`src/rtl/prs_defs.svh`:
```
// register map, field positions and reset values for the ratio and pin select block
// Summary of operation
// synthesiser powered only while enable bit set
// software computes fraction from desired ratio
// software keeps integer ratio between 5, 13
// prescale bit halves reference into synthesiser
// three registers form one 24-bit fraction
// fixed divide-by-4 then optional divide-by-2
// pin a driven per function code, invertible
// pin b same encoding, input means jack
// pin clock divided by 1 to 4
// both pins inputs after reset
// 3-wire mode forces pin a chip select
// pin a input: chip select or jack
// pin b input serves jack detection
// line input pin offers jack detection
// software aims near 90MHz, integer eight
// core clock source bit selects reference/synth
// core clock scaler code divides selected clock
// system straps interface-select pin low/high
// lock held inactive while synthesiser disabled
`ifndef PRS_DEFS_SVH
`define PRS_DEFS_SVH
// ----------------------------------------
// register offsets (7-bit control word address)
// ----------------------------------------
`define PRS_OFS_POWER_MGMT_ONE 7'h01
`define PRS_OFS_CLOCK_GEN 7'h06
`define PRS_OFS_PIN_A_CTRL 7'h08
`define PRS_OFS_PIN_B_CTRL 7'h09
`define PRS_OFS_SYNTH_INT 7'h24
`define PRS_OFS_FRAC_HIGH 7'h25
`define PRS_OFS_FRAC_MID 7'h26
`define PRS_OFS_FRAC_LOW 7'h27
// ----------------------------------------
// field positions
// ----------------------------------------
`define PRS_BIT_SYNTH_ENABLE 5
`define PRS_BIT_REF_HALVE 4
`define PRS_BIT_CORE_SRC 8
`define PRS_BIT_POST_HALVE 0
`define PRS_BIT_INVERT 3
// ----------------------------------------
// reset values
// ----------------------------------------
`define PRS_RST_POWER_MGMT_ONE 9'h000
`define PRS_RST_CLOCK_GEN 9'h140
`define PRS_RST_PIN_CTRL 9'h000
`define PRS_RST_SYNTH_INT 9'h008
`define PRS_RST_FRAC_HIGH 9'h00c
`define PRS_RST_FRAC_MID 9'h093
`define PRS_RST_FRAC_LOW 9'h0e9
// ----------------------------------------
// divider figures
// ----------------------------------------
`define PRS_FIXED_DIV 4
`endif

```
`src/rtl/prs_pkg.sv`:
```
// types shared by the ratio and pin select block
package prs_pkg;
  typedef enum logic [2:0] {
    PRS_FN_INPUT = 3'h0,
    PRS_FN_RESERVED = 3'h1,
    PRS_FN_TEMP_OK = 3'h2,
    PRS_FN_AUTO_MUTE = 3'h3,
    PRS_FN_SYNTH_CLK = 3'h4,
    PRS_FN_LOCK = 3'h5,
    PRS_FN_ONE = 3'h6,
    PRS_FN_ZERO = 3'h7
  } prs_pin_fn_e;
  typedef logic [8:0] prs_reg_t;
endpackage

```
`src/rtl/prs_ratio_pin_select.sv`:
```
// synthesiser ratio registers, core clock selection and multipurpose pin functions
`timescale 1ns/1ps
`include "prs_defs.svh"
module prs_ratio_pin_select (
  input wire logic clk,
  input wire logic reset_n,
  input wire logic [15:0] ctrlWord,
  input wire logic ctrlWordValid,
  input wire logic [6:0] readAddr,
  output logic [8:0] readData,
  input wire logic synthClockRaw,
  input wire logic synthLockRaw,
  input wire logic tempOk,
  input wire logic autoMuteActive,
  input wire logic interfaceSelect,
  input wire logic lineInDetectPin,
  input wire logic pinAIn,
  output logic pinAOut,
  output logic pinAOe,
  input wire logic pinBIn,
  output logic pinBOut,
  output logic pinBOe,
  output logic chipSelectIn,
  output logic jackSenseA,
  output logic jackSenseB,
  output logic jackSenseLine,
  output logic synthPowerOn,
  output logic synthRefHalve,
  output logic [3:0] synthInteger,
  output logic [23:0] synthFraction,
  output logic synthLock,
  output logic coreClockSource,
  output logic [2:0] coreClockScaler
);
  // ----------------------------------------
  // reset release
  // ----------------------------------------
  logic rstMeta;
  logic rstSync;
  // assert at once, release two edges later so no flop leaves reset mid-cycle
  always_ff @(posedge clk or negedge reset_n) begin
    if (!reset_n) begin
      rstMeta <= 1'b0;
      rstSync <= 1'b0;
    end else begin
      rstMeta <= 1'b1;
      rstSync <= rstMeta;
    end
  end

  // ----------------------------------------
  // pin input synchronisers
  // ----------------------------------------
  logic [5:0] asyncIn;
  logic [5:0] syncMeta;
  logic [5:0] syncIn;
  assign asyncIn = {synthClockRaw, synthLockRaw, interfaceSelect, lineInDetectPin, pinAIn, pinBIn};
  // two stages each; only the second stage is read anywhere
  always_ff @(posedge clk or negedge rstSync) begin
    if (!rstSync) begin
      syncMeta <= 6'h00;
      syncIn <= 6'h00;
    end else begin
      syncMeta <= asyncIn;
      syncIn <= syncMeta;
    end
  end
  logic synthClkS, lockS, threeWire, lineInS, pinAS, pinBS;
  assign {synthClkS, lockS, threeWire, lineInS, pinAS, pinBS} = syncIn;

  // ----------------------------------------
  // control registers
  // ----------------------------------------
  prs_pkg::prs_reg_t powerMgmtOne, clockGen, pinACtrl, pinBCtrl;
  prs_pkg::prs_reg_t synthIntReg, fracHigh, fracMid, fracLow;
  logic [6:0] wrAddr;
  logic [8:0] wrData;
  assign wrAddr = ctrlWord[15:9];
  assign wrData = ctrlWord[8:0];
  // one 16-bit word per strobe: 7 address bits then 9 data bits
  always_ff @(posedge clk or negedge rstSync) begin
    if (!rstSync) begin
      powerMgmtOne <= `PRS_RST_POWER_MGMT_ONE;
      clockGen <= `PRS_RST_CLOCK_GEN;
      pinACtrl <= `PRS_RST_PIN_CTRL;
      pinBCtrl <= `PRS_RST_PIN_CTRL;
      synthIntReg <= `PRS_RST_SYNTH_INT;
      fracHigh <= `PRS_RST_FRAC_HIGH;
      fracMid <= `PRS_RST_FRAC_MID;
      fracLow <= `PRS_RST_FRAC_LOW;
    end else if (ctrlWordValid) begin
      unique case (wrAddr)
        `PRS_OFS_POWER_MGMT_ONE: powerMgmtOne <= wrData;
        `PRS_OFS_CLOCK_GEN: clockGen <= wrData;
        `PRS_OFS_PIN_A_CTRL: pinACtrl <= {3'h0, wrData[5:0]};
        `PRS_OFS_PIN_B_CTRL: pinBCtrl <= wrData;
        `PRS_OFS_SYNTH_INT: synthIntReg <= {4'h0, wrData[4:0]};
        `PRS_OFS_FRAC_HIGH: fracHigh <= {3'h0, wrData[5:0]};
        `PRS_OFS_FRAC_MID: fracMid <= wrData;
        `PRS_OFS_FRAC_LOW: fracLow <= wrData;
        default: ; // other addresses belong to other blocks
      endcase
    end
  end

  // read-back of the stored values, unmapped addresses read zero
  always_ff @(posedge clk or negedge rstSync) begin
    if (!rstSync) begin
      readData <= 9'h000;
    end else begin
      unique case (readAddr)
        `PRS_OFS_POWER_MGMT_ONE: readData <= powerMgmtOne;
        `PRS_OFS_CLOCK_GEN: readData <= clockGen;
        `PRS_OFS_PIN_A_CTRL: readData <= pinACtrl;
        `PRS_OFS_PIN_B_CTRL: readData <= pinBCtrl;
        `PRS_OFS_SYNTH_INT: readData <= synthIntReg;
        `PRS_OFS_FRAC_HIGH: readData <= fracHigh;
        `PRS_OFS_FRAC_MID: readData <= fracMid;
        `PRS_OFS_FRAC_LOW: readData <= fracLow;
        default: readData <= 9'h000;
      endcase
    end
  end

  // ----------------------------------------
  // synthesiser controls
  // ----------------------------------------
  // integer range is software's duty; stored as written, no clamping
  always_ff @(posedge clk or negedge rstSync) begin
    if (!rstSync) begin
      synthPowerOn <= 1'b0;
      synthRefHalve <= 1'b0;
      synthInteger <= 4'h8;
      synthFraction <= 24'h00_0000;
      coreClockSource <= 1'b1;
      coreClockScaler <= 3'h2;
      synthLock <= 1'b0;
    end else begin
      synthPowerOn <= powerMgmtOne[`PRS_BIT_SYNTH_ENABLE];
      synthRefHalve <= synthIntReg[`PRS_BIT_REF_HALVE];
      synthInteger <= synthIntReg[3:0];
      synthFraction <= {fracHigh[5:0], fracMid, fracLow};
      coreClockSource <= clockGen[`PRS_BIT_CORE_SRC];
      coreClockScaler <= clockGen[7:5];
      synthLock <= powerMgmtOne[`PRS_BIT_SYNTH_ENABLE] & lockS;
    end
  end

  // ----------------------------------------
  // pin clock divider
  // ----------------------------------------
  // total ratio = 4 x (1 or 2) x (1..4); always even, so a clean 50% duty
  logic synthClkPrev;
  logic [4:0] divCount;
  logic [5:0] divTotal;
  logic [4:0] next_divCount;
  logic pinClock;
  // six bits: the largest ratio, 32, would wrap to zero in the counter's width
  assign divTotal = 6'(`PRS_FIXED_DIV * (clockGen[`PRS_BIT_POST_HALVE] ? 2 : 1)
                       * ({1'b0, pinACtrl[5:4]} + 3'd1));
  assign next_divCount = ({1'b0, divCount} >= divTotal - 6'd1) ? 5'd0 : divCount + 5'd1;
  // counts synth edges seen on the system clock; synth must run below half clk
  always_ff @(posedge clk or negedge rstSync) begin
    if (!rstSync) begin
      synthClkPrev <= 1'b0;
      divCount <= 5'd0;
      pinClock <= 1'b0;
    end else begin
      synthClkPrev <= synthClkS;
      if (!powerMgmtOne[`PRS_BIT_SYNTH_ENABLE]) begin
        divCount <= 5'd0;
        pinClock <= 1'b0;
      end else if (synthClkS && !synthClkPrev) begin
        divCount <= next_divCount;
        pinClock <= {1'b0, next_divCount} < (divTotal >> 1);
      end
    end
  end

  // ----------------------------------------
  // multipurpose pins
  // ----------------------------------------
  function automatic logic pin_level(input logic [2:0] fn, input logic inv,
                                     input logic tOk, input logic aMute,
                                     input logic sClk, input logic lk);
    logic v;
    v = 1'b0;
    unique case (prs_pkg::prs_pin_fn_e'(fn))
      prs_pkg::PRS_FN_TEMP_OK: v = tOk;
      prs_pkg::PRS_FN_AUTO_MUTE: v = aMute;
      prs_pkg::PRS_FN_SYNTH_CLK: v = sClk;
      prs_pkg::PRS_FN_LOCK: v = lk;
      prs_pkg::PRS_FN_ONE: v = 1'b1;
      prs_pkg::PRS_FN_ZERO: v = 1'b0;
      prs_pkg::PRS_FN_INPUT, prs_pkg::PRS_FN_RESERVED: v = 1'b0;
    endcase
    pin_level = v ^ inv;
  endfunction

  logic lockNow;
  assign lockNow = powerMgmtOne[`PRS_BIT_SYNTH_ENABLE] & lockS;
  // reserved code is treated like input so it never drives the pin
  always_ff @(posedge clk or negedge rstSync) begin
    if (!rstSync) begin
      pinAOut <= 1'b0;
      pinAOe <= 1'b0;
      pinBOut <= 1'b0;
      pinBOe <= 1'b0;
    end else begin
      pinAOut <= pin_level(pinACtrl[2:0], pinACtrl[`PRS_BIT_INVERT], tempOk,
                           autoMuteActive, pinClock, lockNow);
      pinAOe <= !threeWire && pinACtrl[2:1] != 2'b00;
      pinBOut <= pin_level(pinBCtrl[2:0], pinBCtrl[`PRS_BIT_INVERT], tempOk,
                           autoMuteActive, pinClock, lockNow);
      pinBOe <= pinBCtrl[2:1] != 2'b00;
    end
  end

  // input roles; polarity invert does not apply to sensed levels
  always_ff @(posedge clk or negedge rstSync) begin
    if (!rstSync) begin
      chipSelectIn <= 1'b1;
      jackSenseA <= 1'b0;
      jackSenseB <= 1'b0;
      jackSenseLine <= 1'b0;
    end else begin
      chipSelectIn <= threeWire ? pinAS : 1'b1;
      jackSenseA <= !threeWire && pinACtrl[2:0] == 3'h0 && pinAS;
      jackSenseB <= pinBCtrl[2:0] == 3'h0 && pinBS;
      jackSenseLine <= lineInS;
    end
  end
endmodule

```
`config.mk`:
```
export PLATFORM = sky130hd
export DESIGN_NAME = prs_ratio_pin_select
export DESIGN_NICKNAME = d
export VERILOG_FILES = /design/src/rtl/prs_pkg.sv /design/src/rtl/prs_ratio_pin_select.sv
export VERILOG_INCLUDE_DIRS = /design/src /design/src/rtl
export SDC_FILE = /design/constraint.sdc
export NUM_CORES = 1
export LEC_CHECK = 0
export BUFFER_PORTS_ARGS = -buffer_cell sky130_fd_sc_hd__clkbuf_2
export CORE_UTILIZATION = 50
export CTS_CLUSTER_DIAMETER = 120
export DETAILED_ROUTE_END_ITERATION = 16
export GPL_TIMING_DRIVEN = 0
export HOLD_SLACK_MARGIN = 0.15
export PLACE_DENSITY = 0.81
export RECOVER_POWER = 50
export REMOVE_ABC_BUFFERS = 1
export SLEW_MARGIN = 20
export SYNTH_ARGS = -nofsm -noshare
export SYNTH_HDL_FRONTEND = slang
export SYNTH_SLANG_ARGS = --single-unit
```
`constraint.sdc`:
```
create_clock -name clk -period 6 [get_ports clk]
set_clock_uncertainty 0.2 [all_clocks]
set_input_delay 0 -clock clk [delete_from_list [all_inputs] [get_ports clk]]
set_output_delay 0 -clock clk [all_outputs]
set_load 0.02 [all_outputs]
```
* Word level (Yosys, flattened, before mapping)
Index checks and enable logic that the tools add are counted.
Word-level totals: register bits 135, logic and storage cells 102
Operators by class: add/sub/neg operators 3, multiply operators 1, magnitude comparators 2, equality and inequality tests 31, mux-type cells 10, bitwise gates (word level) 3, reduce and logical (&&, ||, !) cells 21
Operators by type and width (number):
- $pmux 9 s8 | 1
- $eq 7x6->1 const B | 8
- $eq 7x4->1 const B | 4
- $eq 3x3->1 const B | 8
- $reduce_and 2->1 | 8
- $mux 5 | 3
- $eq 7x1->1 const B | 2
- $eq 7x3->1 const B | 2
- $eq 3x2->1 const B | 4
- $pmux 1 s6 | 2
- $eq 3x1->1 const B | 2
- $ge 5x6->1 | 1
- $logic_not 3->1 | 2
- $reduce_or 3->1 | 2
- $sub 6x1->6 const B | 1
- $add 5x1->5 const B | 1
- $logic_and 1x1->1 | 5
- $lt 5x5->1 | 1
- $mul 2x3->4 | 1
- $reduce_bool 2->1 | 2
- $add 2x1->3 const B | 1
- $mux 1 | 3
- $logic_not 1->1 | 2
- $mux 2 | 1
- 3 further kinds | 4

* Longest topological paths before layout
depth in word-level cells 8, gate-level depth with buffers 14, gate-level depth less buffers 14

* Least setup slack after synthesis
No wires, ideal clock.
path kind register -> register, start register pinACtrl[5], end register pinClock, setup time 116 ps, data arrival time 3212 ps, data required time 5684 ps, setup slack 2472 ps, stages on the path, launching flop included 14, path buffers 0, path through dfrtp_1 > ha_1 > mux2_2 > ha_1 > inv_1 > xnor2_1 > ha_1 > nand2_1 > o21a_1 > a2111oi_4 > nor2_1 > ha_1 > a211o_1 > o311ai_0
On the way: word-level cells in the longest chain between the ends 8
Ends and longest elaborated chain:
- start, declared | line prs_ratio_pin_select.sv:74 | prs_pkg::prs_reg_t powerMgmtOne, clockGen, pinACtrl, pinBCtrl;
- start signal, assigned | line prs_ratio_pin_select.sv:85 | pinACtrl <= `PRS_RST_PIN_CTRL;
- start signal, assigned | line prs_ratio_pin_select.sv:95 | `PRS_OFS_PIN_A_CTRL: pinACtrl <= {3'h0, wrData[5:0]};
- $add 2x1->3 (*) | line prs_ratio_pin_select.sv:160 | * ({1'b0, pinACtrl[5:4]} + 3'd1));
- $mul 2x3->4 (no source line) (*)
- $sub 6x1->6 | line prs_ratio_pin_select.sv:161 | assign next_divCount = ({1'b0, divCount} >= divTotal - 6'd1) ? 5'd0 : divCount + 5'd1;
- $ge 5x6->1 | line prs_ratio_pin_select.sv:161
- $mux 5 | line prs_ratio_pin_select.sv:161
- $lt 5x5->1 (*) | line prs_ratio_pin_select.sv:175 | pinClock <= {1'b0, next_divCount} < (divTotal >> 1);
- $mux 1 (*) | line prs_ratio_pin_select.sv:173 | end else if (synthClkS && !synthClkPrev) begin
- $mux 1 (*) | line prs_ratio_pin_select.sv:170 | if (!powerMgmtOne[`PRS_BIT_SYNTH_ENABLE]) begin
- end signal, assigned | line prs_ratio_pin_select.sv:175
- end, declared | line prs_ratio_pin_select.sv:157 | logic pinClock;
Every way passes the cells marked *; elsewhere a longest branch is shown, timed or not. The select of a mux whose other input is x is not followed. A chain may end at the register's enable or synchronous reset.

* Worst setup path in the final report
start register pinACtrl[4], end register pinClock
Same word-level chain as after synthesis.

==> flow_metrics.py <==
metrics = {
    "critical_path": {
        "crit_chain": "ha_1 > mux2_2 > ha_1 > inv_1 > xnor2_1 > ha_1 > nand2_1 > o21a_1 > a2111oi_4 > nor2_1 > ha_1 > a211o_1 > o311ai_0",
        "arrival_ns": 4.21,
        "critPathKind": "flop to flop",
        "crit_top_cell": "ha_1",
        "crit-reg2reg-launch": "pinACtrl[4]",
        "slowest_delay_ns": 0.47,
        "worstPathRequired_ns": 6.20,
        "worst-r2r-setup-slack_ns": 1.98,
        "critPathBufInv": 1,
        "critical_path.max_fanout": 10,
        "cp-start-kind": "flop",
        "cp_top_family": "adder cells",
        "rr_worst_depth": 13,
        "crit_slowest_cell": "dfrtp_1",
        "reg2reg_to": "pinClock",
        "endpoint_kind": "flop",
    },
    "sta": {
        "worstMarginPinSlew_ns": 3.000,
        "clock.fmax_mhz": 248.9,
        "hold_violations": 0,
        "setup_slack_ns": 1.982,
        "setup_tns_ns": 0,
        "final-max-slew-violation-count": 106,
        "finalCritPeriodShare_pct": 66.97,
        "slew_headroom_pct": -99.97,
        "period_minus_slack_ns": 4.018,
        "rsz0062_at_grt": "no",
        "setup_viol": 0,
    },
    "die": {
        "die_y_microns": 105.6,
        "core_sq_um": 10370,
        "die_w_microns": 105.6,
        "die_area_sq_um": 11150,
        "initial_core_util_pct": 51.73,
        "rows": 37,
        "ios": 86,
    },
    "pwr": {
        "peakVddDrop_v": 0.0001504,
        "p_int_mw": 1.716,
        "power_frac_clock_pct": 45.3,
        "pwr-share-seq_pct": 45.2,
        "p_switching_uw": 546.3,
        "swShare_pct": 24.15,
        "comb_power_share_pct": 9.5,
        "powerDensity_nw_per_um2": 316.4,
        "cellLeakagePower_nw": 3.452,
    },
    "outcome": {
        "outcome": "complete, but fails checks",
        "violations": "capacitance limit, slew limit",
    },
    "clocking": {
        "clock-sinks": 135,
        "root_buffer": "clkbuf_8",
        "cts_htree_levels": 4,
        "cts-resized-gates": 0,
        "clk_pin_slew_ns": 0.06,
        "clock_latency_ns": 0.52,
        "tritoncts": "done",
        "cts_buffers": 17,
        "clockBufferDepth": 2,
    },
    "synthesis": {
        "syn_avg_cell_area_sq_um": 14.34,
        "synth_cell_types": 49,
        "ys_seq_area_share_pct": 63.40,
        "ys_top_cells_by_area": "dfrtp_1 (55%), mux2_2 (13%), dfstp_2 (8.8%)",
        "synth_top_area_cell": "dfrtp_1",
        "synth_seq_cells": 135,
        "synth_most_common_cell": "dfrtp_1",
        "yosysWarningCount": 0,
        "postSynthCellCount": 374,
        "netlist.area_leader.share_pct": 54.58,
        "syn-cell-area_sq_um": 5364,
        "ys_async_sr_fraction_pct": 100.0,
        "synth_edf_count": 0,
        "ys.flop_type": "dfrtp_1",
        "synth_common_cells": "dfrtp_1 (117), mux2_2 (64), nand2_1 (24)",
    },
    "flow_run": {
        "max_cap_viol_count": 2,
    },
    "detailed_routing": {
        "dr.pass1.iters": 5,
        "vias_per_cell": 5.455,
        "wl_per_cell_microns": 17.69,
        "drc": 0,
        "routed_wl_mm": 12.08,
        "vias": 3726,
        "ant_nets": 0,
        "drt-initial-drc-count": 200,
    },
    "final_layout": {
        "layout-drive-gt1-share_pct": 37.11,
        "fin_nets": 577,
        "post-route-util_pct": 68.94,
        "diodes": 0,
        "areaGrowthSynthToFinish_pct": 33.29,
    },
    "global_routing": {
        "grt_max_degree": 60,
        "grt_pass1_wl_mm": 19.38,
        "grt_usage_pct": 23.42,
        "gr-total-overflow": 0,
        "grt_pass1_vias": 3817,
        "antenna_found_initial": 0,
    },
    "place": {
        "hpwl_mm": 7.277,
        "pre_cts_ws_ns": 1.988,
        "portBuffers": 85,
        "routabilityCongestion": 0.7947,
    },
    "worst_hold_path": {
        "worst_hold_path.endpoint": "syncIn[0]",
        "hold_path.startpoint": "syncMeta[0]",
        "hold_depth": 0,
        "hp-class": "flop to flop",
    },
}
## how the worst max path moves through the flow
stage / from / endpoint / cells past startpoint
6_report: pinACtrl[4] / pinClock / 13
5_1_grt: pinACtrl[4] / pinClock / 13
4_1_cts: pinACtrl[4] / pinClock / 13
3_5_place_dp: pinACtrl[4] / pinClock / 13
3_3_place_gp: rstSync / synthFraction[3] / 0
2_1_floorplan: rstSync / clockGen[0] / 0
## per-layer routing
metal | part of all wire [%] | track usage (%) | up-vias
met2 | 52 | 39.66 | 111
met3 | 3.9 | 5.318 | 24
li1 | - | - | 1683
met4 | 2.1 | 10.91 | 0
met5 | 0 | 0 | -
met1 | 42 | 28.61 | 1908
## power by group through the flow
stage,sequential [mW],clock [mW],combinational [mW]
floorplan,1.07,0,0.0722
global placement,1.05,0,0.160
detailed placement,1.04,0,0.184
CTS,1.02,1.04,0.217
global route,1.03,1.09,0.233
finish,1.02,1.03,0.215
## layout by cell type, fill, tap and decap left out, drive strengths merged, types with 3 or more instances in the layout
cell type    instances
dfrtp              117
clkbuf             105
mux2                64
dlygate4sd3         63
nand2               24
dfstp               18
o21ai               15
nor2                13
a21oi               10
a22oi                9
ha                   9
mux2i                8
a22o                 6
clkinv               6
nor2b                5
nand3                5
mux4                 5
o22ai                5
inv                  5
nand2b               4
nand3b               4
a32oi                4
xnor2                3
a31oi                3
clkinvlp             3
bufinv               3
or2                  3
nor3b                3
## cell families after synthesis
| group | count (synthesis) | share of synthesized area [%] |
|---|---|---|
| buffers and inverters | 13 | 1.236 |
| other | 2 | 0.1400 |
| muxes | 77 | 17.03 |
| xor gates and xnor gates | 5 | 0.8166 |
| DFF | 135 | 63.40 |
| adders and majority gates | 9 | 2.099 |
| AOI/OAI and AO/OA | 60 | 7.931 |
| and+or+nand+nor | 73 | 7.348 |
## registers in the layout (all words and copies together) (netlist names), 3 cells and up
register / flops
fracMid: 9
syncIn: 6
clockGen: 9
synthIntReg: 5
divCount: 5
synthInteger: 4
synthFraction: 24
coreClockScaler: 3
readData: 9
syncMeta: 6
powerMgmtOne: 9
fracLow: 9
pinBCtrl: 9
pinACtrl: 6
fracHigh: 6
## final cells by class
class,count,area (sq um)
sequential,135,3401
fill,715,3221
multi-input combinational,226,1903
timing repair buffer,151,1069
clock buffer,18,417.9
clock inverter,14,177.7
tap,136,170.2
inverter,3,11.26
## through the flow
stage          cell area, sq um  std cells  hold WS, ns  total power, mW
4_1_cts                    7198        683       0.1508            2.282
3_3_place_gp               5904        585      -0.4136            1.211
6_report                   7149        683       0.1486            2.262
2_1_floorplan              5309        364      -0.4956            1.143
3_5_place_dp               5962        587      -0.4121            1.226
5_1_grt                    7149        683       0.1541            2.348
## repair_timing
action,in CTS,in global routing
hold endpoints to repair,107,0
hold buffers,64,0
setup buffers,0,0
No activity file was read; power rests on OpenSTA's default activity.
